File: config.mk
export PLATFORM = sky130hd
export DESIGN_NAME = ddc_channel_control_regs
export DESIGN_NICKNAME = d
export VERILOG_FILES = /design/src/verilog/ddc_channel_control_regs.v
export VERILOG_INCLUDE_DIRS = /design/src /design/src/verilog
export SDC_FILE = /design/constraint.sdc
export NUM_CORES = 1
export LEC_CHECK = 0
export ABC_AREA = 0
export BUFFER_PORTS_ARGS = -buffer_cell sky130_fd_sc_hd__buf_2
export CAP_MARGIN = 10
export CORE_UTILIZATION = 52
export DETAILED_ROUTE_END_ITERATION = 8
export PLACE_DENSITY = 0.79
export SYNTH_ARGS = -nofsm -noshare
export SYNTH_HDL_FRONTEND = slang
export SYNTH_SLANG_ARGS = --single-unit
File: constraint.sdc
create_clock -name aclk -period 2.9 [get_ports aclk]
set_input_delay 0 -clock aclk [delete_from_list [all_inputs] [get_ports aclk]]
set_output_delay 0 -clock aclk [all_outputs]
set_load 0.01 [all_outputs]
File: src/verilog/ddc_channel_control_regs.vh
// Offsets, field positions, reset values and timing counts of the channel control bank
`ifndef DDC_CHANNEL_CONTROL_REGS_VH
`define DDC_CHANNEL_CONTROL_REGS_VH

// Register indexes; byte address is four times the index
`define IDX_CHANNEL_RESET_AND_GAIN_SHIFT  6'h10
`define IDX_PHASE_TUNING_UPDATE_SELECT_SELECT        6'h11
`define IDX_OSCILLATOR_DITHER_SYNC_SELECT 6'h12
`define IDX_ZERO_PAD_CONTROL              6'h13
`define IDX_DECIMATION_FLUSH_SYNC_SELECT  6'h14
`define IDX_RATIO_WORD_LOW                6'h15
`define IDX_RATIO_WORD_HIGH_GAIN_SYNC     6'h16
`define IDX_COMB_PRESCALE_ROUNDING        6'h17
`define IDX_SPLIT_AND_SIGN_CONTROL        6'h18
`define IDX_QUARTER_DELAY_COARSE_GAIN     6'h19
`define IDX_HALF_DELAY_SYMMETRY           6'h1a
`define IDX_INPUT_PORT_FORMAT             6'h1b
`define IDX_OVERFLOW_COUNTER_CONTROL      6'h1c
`define IDX_OVERFLOW_COUNT_READBACK       6'h1d
`define IDX_FINE_GAIN_WORD                6'h1e
`define IDX_CHANNEL_STATUS                6'h1f

// Reset values
`define RST_CHANNEL_RESET                 8'h80
`define RST_BYTE                          8'h00
`define RST_FINE_GAIN                     16'h0000

// Field positions (low bit of each field)
`define POS_LOW_SELECT                    0
`define POS_HIGH_SELECT                   4
`define POS_USE_SHIFT                     3
`define POS_CHANNEL_HOLD                  7
`define POS_PAD_ENABLE                    7
`define POS_SCALE                         0
`define POS_COARSE                        3
`define POS_WIDE_ROUNDING                 6
`define POS_REAL_SPLIT                    4
`define POS_INPHASE_HALF                  5
`define POS_QUADRATURE_HALF               6

// Sync selector codes
`define SYNC_NEVER                        3'h0
`define SYNC_ALWAYS                       3'h1

// Prescale base and flush length per unit of decimation
`define PRESCALE_BASE                     7'h3e
`define FLUSH_PER_N                       24

// Bus responses
`define RESP_OKAY                         2'h0
`define RESP_SLVERR                       2'h2

`endif
File: src/verilog/ddc_channel_control_regs.v
// Per-channel control register bank of a downconverter channel, with an AXI4-Lite slave
`timescale 1ns/1ps
`include "ddc_channel_control_regs.vh"

// Behaviour
// - Hold bit high keeps channel reset; powers up 0x80
// - Manual shift select chooses register or input exponent
// - Phase and frequency apply on their selected syncs
// - Continuous selection applies new values immediately
// - Oscillator accumulator loads phase on selected sync
// - Dither cleared on selected sync; continuous disables
// - Zero padding count and alignment sync when enabled
// - Decimation counter resyncs on selected decimation sync
// - Flush runs 24N clocks after flush sync
// - Fine gain applies on sync in high ratio byte
// - Rounding bit selects 20 or 16 bit mixer output
// - Prescale is 62 minus shift, scale, six coarse
// - Sign pattern negates successive second filter outputs
// - Split bit selects real-only double throughput mode
// - Flags force in-phase or quadrature only outputs
// - All control registers readable and writable by software
module ddc_channel_control_regs #(
   parameter FLUSH_PER_N = `FLUSH_PER_N
) (
   // Clock and reset
   input  wire        aclk,
   input  wire        aresetn,
   // AXI4-Lite write address
   input  wire [7:0]  awaddr,
   input  wire [2:0]  awprot,
   input  wire        awvalid,
   output reg         awready,
   // AXI4-Lite write data
   input  wire [31:0] wdata,
   input  wire [3:0]  wstrb,
   input  wire        wvalid,
   output reg         wready,
   // AXI4-Lite write response
   output reg  [1:0]  bresp,
   output reg         bvalid,
   input  wire        bready,
   // AXI4-Lite read address
   input  wire [7:0]  araddr,
   input  wire [2:0]  arprot,
   input  wire        arvalid,
   output reg         arready,
   // AXI4-Lite read data
   output reg  [31:0] rdata,
   output reg  [1:0]  rresp,
   output reg         rvalid,
   input  wire        rready,
   // Chip-wide sync strobes for selector codes 2 to 7
   input  wire [5:0]  sync_events,
   // Datapath inputs
   input  wire [2:0]  input_exponent,
   input  wire        filter_out_valid,
   // Channel controls
   output reg         channel_hold,
   output reg  [2:0]  mixer_shift,
   output reg         mixer_round_20,
   output reg  [5:0]  prescale_bits,
   output reg  [11:0] dec_word,
   output reg  [15:0] fine_gain,
   // Sync-driven events, with the zero padding enable and count
   output reg         phase_apply,
   output reg         freq_apply,
   output reg         oscillator_init,
   output reg         dither_clear,
   output reg         pad_enable,
   output reg  [3:0]  pad_count,
   output reg         pad_align,
   output reg         dec_resync,
   output reg         gain_apply,
   output reg         flush_active,
   // Output formatting
   output reg         output_negate,
   output reg         real_split_mode,
   output reg         inphase_half_flag,
   output reg         quadrature_half_flag
);

   // Byte registers 0x10..0x1d, addressed by index minus 0x10
   // Only the channel reset register leaves reset non-zero
   reg  [7:0]  ctl [0:13];
   reg  [15:0] fine_gain_reg;
   reg  [5:0]  aw_idx;
   reg         aw_bad;
   reg         aw_got;
   reg  [31:0] w_data;
   reg  [3:0]  w_strb;
   reg         w_got;
   reg  [17:0] flush_left;
   reg  [1:0]  sign_idx;
   integer     i;

   // Decodes a sync selector against the shared source set
   function sync_hit;
      input [2:0] sel;
      input [5:0] ev;
      begin
         case (sel)
            `SYNC_NEVER:  sync_hit = 1'b0;
            `SYNC_ALWAYS: sync_hit = 1'b1;
            // Codes 2 to 7 map onto the six chip-wide strobe lines
            default:      sync_hit = ev[sel - 3'h2];
         endcase
      end
   endfunction

   // Address decode: word aligned and inside the bank
   function addr_ok;
      input [7:0] a;
      begin
         // Bits 7:6 equal to 01 select byte addresses 0x40 to 0x7f
         addr_ok = (a[1:0] == 2'b00) && (a[7:6] == 2'b01);
      end
   endfunction

   // Named views of the stored fields
   wire [7:0]  r_chan  = ctl[0];
   wire [7:0]  r_pfsel = ctl[1];
   wire [7:0]  r_osel  = ctl[2];
   wire [7:0]  r_pad   = ctl[3];
   wire [7:0]  r_dsel  = ctl[4];
   wire [7:0]  r_declo = ctl[5];
   wire [7:0]  r_dechi = ctl[6];
   wire [7:0]  r_cic   = ctl[7];
   wire [7:0]  r_split = ctl[8];
   wire        hold    = r_chan[`POS_CHANNEL_HOLD];
   wire        split   = r_split[`POS_REAL_SPLIT];
   wire [11:0] dec_val = {r_dechi[3:0], r_declo};

   // Ratio N from the decimation word; split mode stores 2N-1
   wire [12:0] ratio_n = split ? ({1'b0, dec_val} + 13'h0001) >> 1
                               : {1'b0, dec_val} + 13'h0001;
   // Full product first, then cut on purpose: the largest flush fits 18 bits
   wire [31:0] flush_prod = ratio_n * FLUSH_PER_N;
   wire [17:0] flush_len  = flush_prod[17:0];

   // Shift source: register field or input exponent
   wire [2:0]  shift_now = r_chan[`POS_USE_SHIFT] ? r_chan[2:0] : input_exponent;

   // Comb prescale: 62 - shift - scale - 6 * coarse
   // Six times coarse built as four times plus two times, without a multiplier
   wire [6:0]  coarse6 = {1'b0, r_cic[5:3], 2'b00} + {2'b00, r_cic[5:3], 1'b0};
   wire [6:0]  prescale_next = `PRESCALE_BASE - {4'h0, shift_now}
                               - {4'h0, r_cic[2:0]} - coarse6;

   // Write target index
   wire [5:0]  w_slot = aw_idx - `IDX_CHANNEL_RESET_AND_GAIN_SHIFT;
   wire        do_write = aw_got && w_got && !bvalid;

   // Write address and data channels, taken in either order
   always @(posedge aclk) begin
      if (!aresetn) begin
         awready <= 1'b0;
         wready  <= 1'b0;
         aw_got  <= 1'b0;
         w_got   <= 1'b0;
         aw_idx  <= 6'h00;
         aw_bad  <= 1'b0;
         w_data  <= 32'h0000_0000;
         w_strb  <= 4'h0;
      end else begin
         awready <= 1'b0;
         wready  <= 1'b0;
         if (awvalid && !aw_got && !awready) begin
            awready <= 1'b1;
            aw_got  <= 1'b1;
            aw_idx  <= awaddr[7:2];
            aw_bad  <= !addr_ok(awaddr);
         end
         if (wvalid && !w_got && !wready) begin
            wready <= 1'b1;
            w_got  <= 1'b1;
            w_data <= wdata;
            w_strb <= wstrb;
         end
         // A second beat waits until the pending write has landed
         // Both halves are released together when the write lands
         if (do_write) begin
            aw_got <= 1'b0;
            w_got  <= 1'b0;
         end
      end
   end

   // Write response; unmapped addresses answer SLVERR
   // The response stands until taken; no new write lands meanwhile
   always @(posedge aclk) begin
      if (!aresetn) begin
         bvalid <= 1'b0;
         bresp  <= `RESP_OKAY;
      end else if (do_write) begin
         bvalid <= 1'b1;
         bresp  <= aw_bad ? `RESP_SLVERR : `RESP_OKAY;
      end else if (bready) begin
         bvalid <= 1'b0;
      end
   end

   // Register storage; status index ignores writes
   // Byte registers take lane 0 only; the other lanes are dropped
   always @(posedge aclk) begin
      if (!aresetn) begin
         for (i = 0; i < 14; i = i + 1) begin
            ctl[i] <= `RST_BYTE;
         end
         ctl[0]        <= `RST_CHANNEL_RESET;
         fine_gain_reg <= `RST_FINE_GAIN;
      end else if (do_write && !aw_bad) begin
         if (aw_idx == `IDX_FINE_GAIN_WORD) begin
            if (w_strb[0]) fine_gain_reg[7:0]  <= w_data[7:0];
            if (w_strb[1]) fine_gain_reg[15:8] <= w_data[15:8];
         end else if (aw_idx < `IDX_FINE_GAIN_WORD && w_strb[0]) begin
            ctl[w_slot[3:0]] <= w_data[7:0];
         end
      end
   end

   // Read channel; one read at a time
   // Data is formed at acceptance, so it stands unchanged while rvalid waits
   always @(posedge aclk) begin
      if (!aresetn) begin
         arready <= 1'b0;
         rvalid  <= 1'b0;
         rdata   <= 32'h0000_0000;
         rresp   <= `RESP_OKAY;
      end else begin
         arready <= 1'b0;
         if (rvalid) begin
            if (rready) rvalid <= 1'b0;
         end else if (arvalid && !arready) begin
            arready <= 1'b1;
            rvalid  <= 1'b1;
            rresp   <= `RESP_OKAY;
            rdata   <= 32'h0000_0000;
            if (!addr_ok(araddr)) begin
               rresp <= `RESP_SLVERR;
            end else if (araddr[7:2] == `IDX_CHANNEL_STATUS) begin
               rdata <= {28'h000_0000, sign_idx, flush_active, hold};
            end else if (araddr[7:2] == `IDX_FINE_GAIN_WORD) begin
               rdata <= {16'h0000, fine_gain_reg};
            end else begin
               rdata <= {24'h00_0000, ctl[araddr[5:2]]};
            end
         end
      end
   end

   // Static controls follow the registers one cycle later
   // The extra cycle keeps every output straight from a flip-flop
   always @(posedge aclk) begin
      if (!aresetn) begin
         channel_hold         <= 1'b1;
         mixer_shift          <= 3'h0;
         mixer_round_20       <= 1'b0;
         prescale_bits        <= 6'h00;
         dec_word             <= 12'h000;
         pad_enable           <= 1'b0;
         pad_count            <= 4'h0;
         real_split_mode      <= 1'b0;
         inphase_half_flag    <= 1'b0;
         quadrature_half_flag <= 1'b0;
      end else begin
         channel_hold         <= hold;
         mixer_shift          <= shift_now;
         mixer_round_20       <= r_cic[`POS_WIDE_ROUNDING];
         prescale_bits        <= prescale_next[5:0];
         dec_word             <= dec_val;
         pad_enable           <= r_pad[`POS_PAD_ENABLE];
         pad_count            <= r_pad[3:0];
         real_split_mode      <= split;
         inphase_half_flag    <= r_split[`POS_INPHASE_HALF];
         quadrature_half_flag <= r_split[`POS_QUADRATURE_HALF];
      end
   end

   // Sync-driven strobes; a held channel sees no syncs because hold keeps every strobe cleared
   always @(posedge aclk) begin
      if (!aresetn || hold) begin
         phase_apply     <= 1'b0;
         freq_apply      <= 1'b0;
         oscillator_init <= 1'b0;
         dither_clear    <= 1'b0;
         pad_align       <= 1'b0;
         dec_resync      <= 1'b0;
         gain_apply      <= 1'b0;
         fine_gain       <= `RST_FINE_GAIN;
      end else begin
         // Continuous selection fires every cycle, so new values land at once
         phase_apply     <= sync_hit(r_pfsel[2:0], sync_events);
         freq_apply      <= sync_hit(r_pfsel[6:4], sync_events);
         oscillator_init <= sync_hit(r_osel[2:0], sync_events);
         // The never code leaves dither free running
         // Held high under continuous selection, which disables dither
         dither_clear    <= sync_hit(r_osel[6:4], sync_events);
         pad_align       <= r_pad[`POS_PAD_ENABLE] && sync_hit(r_pad[6:4], sync_events);
         dec_resync      <= sync_hit(r_dsel[2:0], sync_events);
         gain_apply      <= sync_hit(r_dechi[6:4], sync_events);
         if (sync_hit(r_dechi[6:4], sync_events)) begin
            fine_gain <= fine_gain_reg;
         end
      end
   end

   // Flush timer; a later flush sync restarts the full length
   // The length is fixed at the sync; a later ratio change needs a new flush
   always @(posedge aclk) begin
      if (!aresetn || hold) begin
         flush_left   <= 18'h0_0000;
         flush_active <= 1'b0;
      end else if (sync_hit(r_dsel[6:4], sync_events)) begin
         flush_left   <= flush_len;
         flush_active <= 1'b1;
      end else if (flush_left != 18'h0_0000) begin
         flush_left   <= flush_left - 18'h0_0001;
         flush_active <= (flush_left != 18'h0_0001);
      end else begin
         flush_active <= 1'b0;
      end
   end

   // Sign pattern walks one bit per second filter output
   // Only the low four bits of the split register form the pattern
   always @(posedge aclk) begin
      if (!aresetn || hold) begin
         sign_idx      <= 2'b00;
         output_negate <= 1'b0;
      end else if (sync_hit(r_dsel[2:0], sync_events)) begin
         // Realign the pattern with the decimation counter
         sign_idx      <= 2'b00;
         output_negate <= 1'b0;
      end else if (filter_out_valid) begin
         output_negate <= r_split[sign_idx];
         sign_idx      <= sign_idx + 2'b01;
      end
   end

endmodule // ddc_channel_control_regs

==> out/results.ini <==
[critical_path]
worst-r2r-setup-slack_ps=-140
critical_path_buf_inv_count=2
critical_path.reg2reg.startpoint=ctl[5][2]
crit_path_frequent_cell=sky130_fd_sc_hd__buf_4
cp-start-kind=register
worstSetupPathDepth=13
worst-path-max-fanout=5
timing_worst_setup_path_type=reg -> reg
cp_data_required_time_ps=3310
timing.critical_path.max_delay_family=compound AO/OA/AOI/OAI gates
worst_reg2reg_path_endpoint=flush_left[15]
ff2ff_path_depth=13
cpPeakStageDelay_ps=460
critical_path.cell_chain=buf_4 -> buf_4 -> a311oi_1 -> a31o_2 -> a21oi_4 -> ha_4 -> a21oi_2 -> nor2_1 -> or4_4 -> a31o_4 -> a31oi_4 -> xor2_1 -> o32ai_1
worst-endpoint-arrival_ps=3450
crit_path_top_delay_cell=sky130_fd_sc_hd__edfxtp_1
end_kind=register

[route]
post-route-drc-count=0
drt_pass1_iterations=6
routed_wire_length_um=34430
route.detailed.wl_per_inst_um=19.79
detail-route-antenna-nets=0
vias=9788
routed_via_density=5.625
drt_iter0_markers=920

[global_route]
number_of_antenna_violations_at_the_first_check_in_global_routing=1
grt_max_degree=71
gr-total-overflow=0
grt_pass1_wl_um=52840
total_routing_usage_gr_pct=26.55
number_of_global_route_vias_before_repair=9742

[clock_network]
clock-sinks=270
path_clk_slew_ps=60
cts.path.max_buffers=3
clock_tree_from_tritoncts=built
clock_tree.root_cell=sky130_fd_sc_hd__clkbuf_16
cts_max_level=1
clk-insertion-delay-late_ps=540
cts-buffers-inserted=29

[die]
die_height_um=160.1
fp.dieW_um=160.1
floorplan.initialDensity_pct=53.29
coreArea_um2=24390
design.die.area_um2=25630
design.portCount=172
std_cell_rows=57

[hold_path]
min_delay_path_depth=4
startpoint_of_the_lowest_slack_hold_path=wvalid
hold_path_end=w_data[12]
hp-class=in -> reg

[power_and_ir_drop]
total_leakage_power_nw=6.615
power.ir.vdd_worst_mv=0.4232
power.density_nw_per_um2=552.6

[place]
placed_area_um2=14480
buffer_ports.inserted=129
post_detail_place_hpwl_um=23510
routabilityCongestion=0.9006
setup_slack_placement_ps=-54.63

[cells_and_area]
fillCellCount=1848
areaGrowthSynthToFinish_pct=24.03
total_area_of_sequential_cells_um2=6686
fin_nets=1507
layout_commonest_cell=sky130_fd_sc_hd__dfxtp_1
multi_input_comb_area_um2=6136
largest_reg_flops=128
drive_gt1_share_pct=27.02
fin_util_pct=66.09
layout_common_cells=142 x sky130_fd_sc_hd__dfxtp_1, 135 x sky130_fd_sc_hd__and2_1, 129 x sky130_fd_sc_hd__buf_2
finalInstanceArea_um2=16120

[timing]
fin_crit_sh_pct=104.8
finalSetupViolCount=5
fin_worst_skew_ps=14.46
post_route_minimum_period_ps=3039
rsz0062_at_grt=yes
clock.fmax_mhz=329.1
drv_slew=0
worst_slew_pin_slew_ps=1061
hold_viol_final=0
slew_headroom_pct=28.96
final_critical_path_setup_slack_ps=-139.0

[synth]
ys.flop_type=sky130_fd_sc_hd__dfxtp_1
synth.cell_area_um2=13000
synth_top_cell_by_area=sky130_fd_sc_hd__edfxtp_1
synthArstFlopShare_pct=0
yosys_warnings=0
synth-edff-count=128
synth_cell_type_count=69
synth_sequential_area_ratio_pct=51.44
post_synth_inst_count=1156
post_synth_main_area_contributors=sky130_fd_sc_hd__edfxtp_1 30%, sky130_fd_sc_hd__dfxtp_1 22%, sky130_fd_sc_hd__mux4_2 8.1%, sky130_fd_sc_hd__and2_1 6.6%, sky130_fd_sc_hd__mux2i_1 4.3%
synth-seq-cells=270
share_of_the_synthesized_area_in_the_top_cell_type_pct=29.57
avgSynthCellArea_um2=11.24

[run_status]
status=finished with violations
violations_in_the_final_reports=negative setup slack

[run]
max_cap_violations=0

==> report_power, final <==
group / switching (W) / internal [W]
Sequential: 0.000115 / 0.00410
Clock: 0.00154 / 0.00220
Combinational: 0.000499 / 0.000453
==> cell usage after synthesis (4+ instances only) <==
cell	instances
sky130_fd_sc_hd__a211oi_1	5
sky130_fd_sc_hd__a21o_1	6
sky130_fd_sc_hd__a21oi_1	54
sky130_fd_sc_hd__a22oi_1	15
sky130_fd_sc_hd__a31oi_1	7
sky130_fd_sc_hd__a41oi_1	6
sky130_fd_sc_hd__and2_1	137
sky130_fd_sc_hd__and3_1	5
sky130_fd_sc_hd__buf_2	5
sky130_fd_sc_hd__buf_4	19
sky130_fd_sc_hd__clkbuf_1	41
sky130_fd_sc_hd__dfxtp_1	142
sky130_fd_sc_hd__edfxtp_1	128
sky130_fd_sc_hd__fa_1	5
sky130_fd_sc_hd__ha_1	35
sky130_fd_sc_hd__inv_1	48
sky130_fd_sc_hd__mux2_2	8
sky130_fd_sc_hd__mux2i_1	56
sky130_fd_sc_hd__mux4_2	47
sky130_fd_sc_hd__nand2_1	70
sky130_fd_sc_hd__nand2b_1	15
sky130_fd_sc_hd__nand3_1	15
sky130_fd_sc_hd__nand4_1	4
sky130_fd_sc_hd__nor2_1	119
sky130_fd_sc_hd__nor2b_1	9
sky130_fd_sc_hd__nor3_1	22
sky130_fd_sc_hd__o21ai_0	25
sky130_fd_sc_hd__o22ai_1	10
sky130_fd_sc_hd__or3_1	4
sky130_fd_sc_hd__xnor2_1	16
sky130_fd_sc_hd__xor2_1	23
==> repair_timing <==
action | in CTS | in global routing
pin swaps | 4 | 22
resized for setup | 10 | 42
endpoints found under the setup margin | 6 | 10
hold buffers | 37 | 0
gates cloned | 0 | 0
hold endpoints to repair | 36 | 0
setup buffers | 0 | 10
==> stage by stage <==
step / std cells / setup TNS (ps) / hold slack [ps] / total power, W
3_5_place_dp: 1638 / -110.0 / 247.9 / 0.005118
2_1_floorplan: 1173 / -13.99 / 136.0 / 0.004805
6_report: 1740 / -435.4 / 21.67 / 0.008908
3_3_place_gp: 1638 / 0 / 238.1 / 0.005092
5_1_grt: 1739 / -1110 / 35.36 / 0.009181
4_1_cts: 1728 / -147.5 / 7.510 / 0.008862
==> logic make-up (layout without fill, tap and decap cells) <==
logic type | after synthesis | after routing | share of synthesized area, %
buffers and inverters | 117 | 358 | 4.033
adders and majority gates | 40 | 40 | 4.139
AOI/OAI and AO/OA | 151 | 151 | 7.355
muxes | 111 | 111 | 13.15
other | 1 | 20 | 0.02885
and+or+nand+nor | 427 | 427 | 17.22
DFF | 270 | 270 | 51.44
xor gates and xnor gates | 39 | 39 | 2.628
==> worst reg2reg max path, cell delays in order (launching register included) <==
cell and delay (ps):
sky130_fd_sc_hd__edfxtp_1 460, sky130_fd_sc_hd__buf_4 180, sky130_fd_sc_hd__buf_4 140, sky130_fd_sc_hd__a311oi_1 240, sky130_fd_sc_hd__a31o_2 210, sky130_fd_sc_hd__a21oi_4 60, sky130_fd_sc_hd__ha_4 270, sky130_fd_sc_hd__a21oi_2 180
sky130_fd_sc_hd__nor2_1 100, sky130_fd_sc_hd__or4_4 430, sky130_fd_sc_hd__a31o_4 260, sky130_fd_sc_hd__a31oi_4 140, sky130_fd_sc_hd__xor2_1 160, sky130_fd_sc_hd__o32ai_1 80
==> how the worst max path moves through the flow <==
stage | from | endpoint | slack, ps
2_1_floorplan | ctl[5][1] | flush_left[15] | -10
3_3_place_gp | ctl[5][1] | flush_left[15] | 9
4_1_cts | ctl[5][1] | flush_left[15] | -50
5_1_grt | ctl[5][2] | flush_left[15] | -230
6_report | ctl[5][2] | flush_left[15] | -140
3_5_place_dp | ctl[5][1] | flush_left[14] | -50
==> final cells by class <==
| class | instances | area share, % |
|---|---|---|
| repair buffers | 256 | 10.82 |
| well taps | 324 | 2.515 |
| multi-input cells | 786 | 38.06 |
| diodes | 2 | 0.03105 |
| clock buffers | 35 | 4.641 |
| clock inverters | 18 | 1.296 |
| flip-flops and latches | 270 | 41.48 |
| inverters | 49 | 1.156 |
==> per-layer routing <==
| layer | GRT usage (%) | share of wire [%] |
|---|---|---|
| met3 | 4.312 | 7.4 |
| met5 | 0 | 0 |
| met2 | 46.46 | 51 |
| met1 | 32.46 | 38 |
| met4 | 11.17 | 3.6 |
No activity file was read; power rests on OpenSTA's default activity.
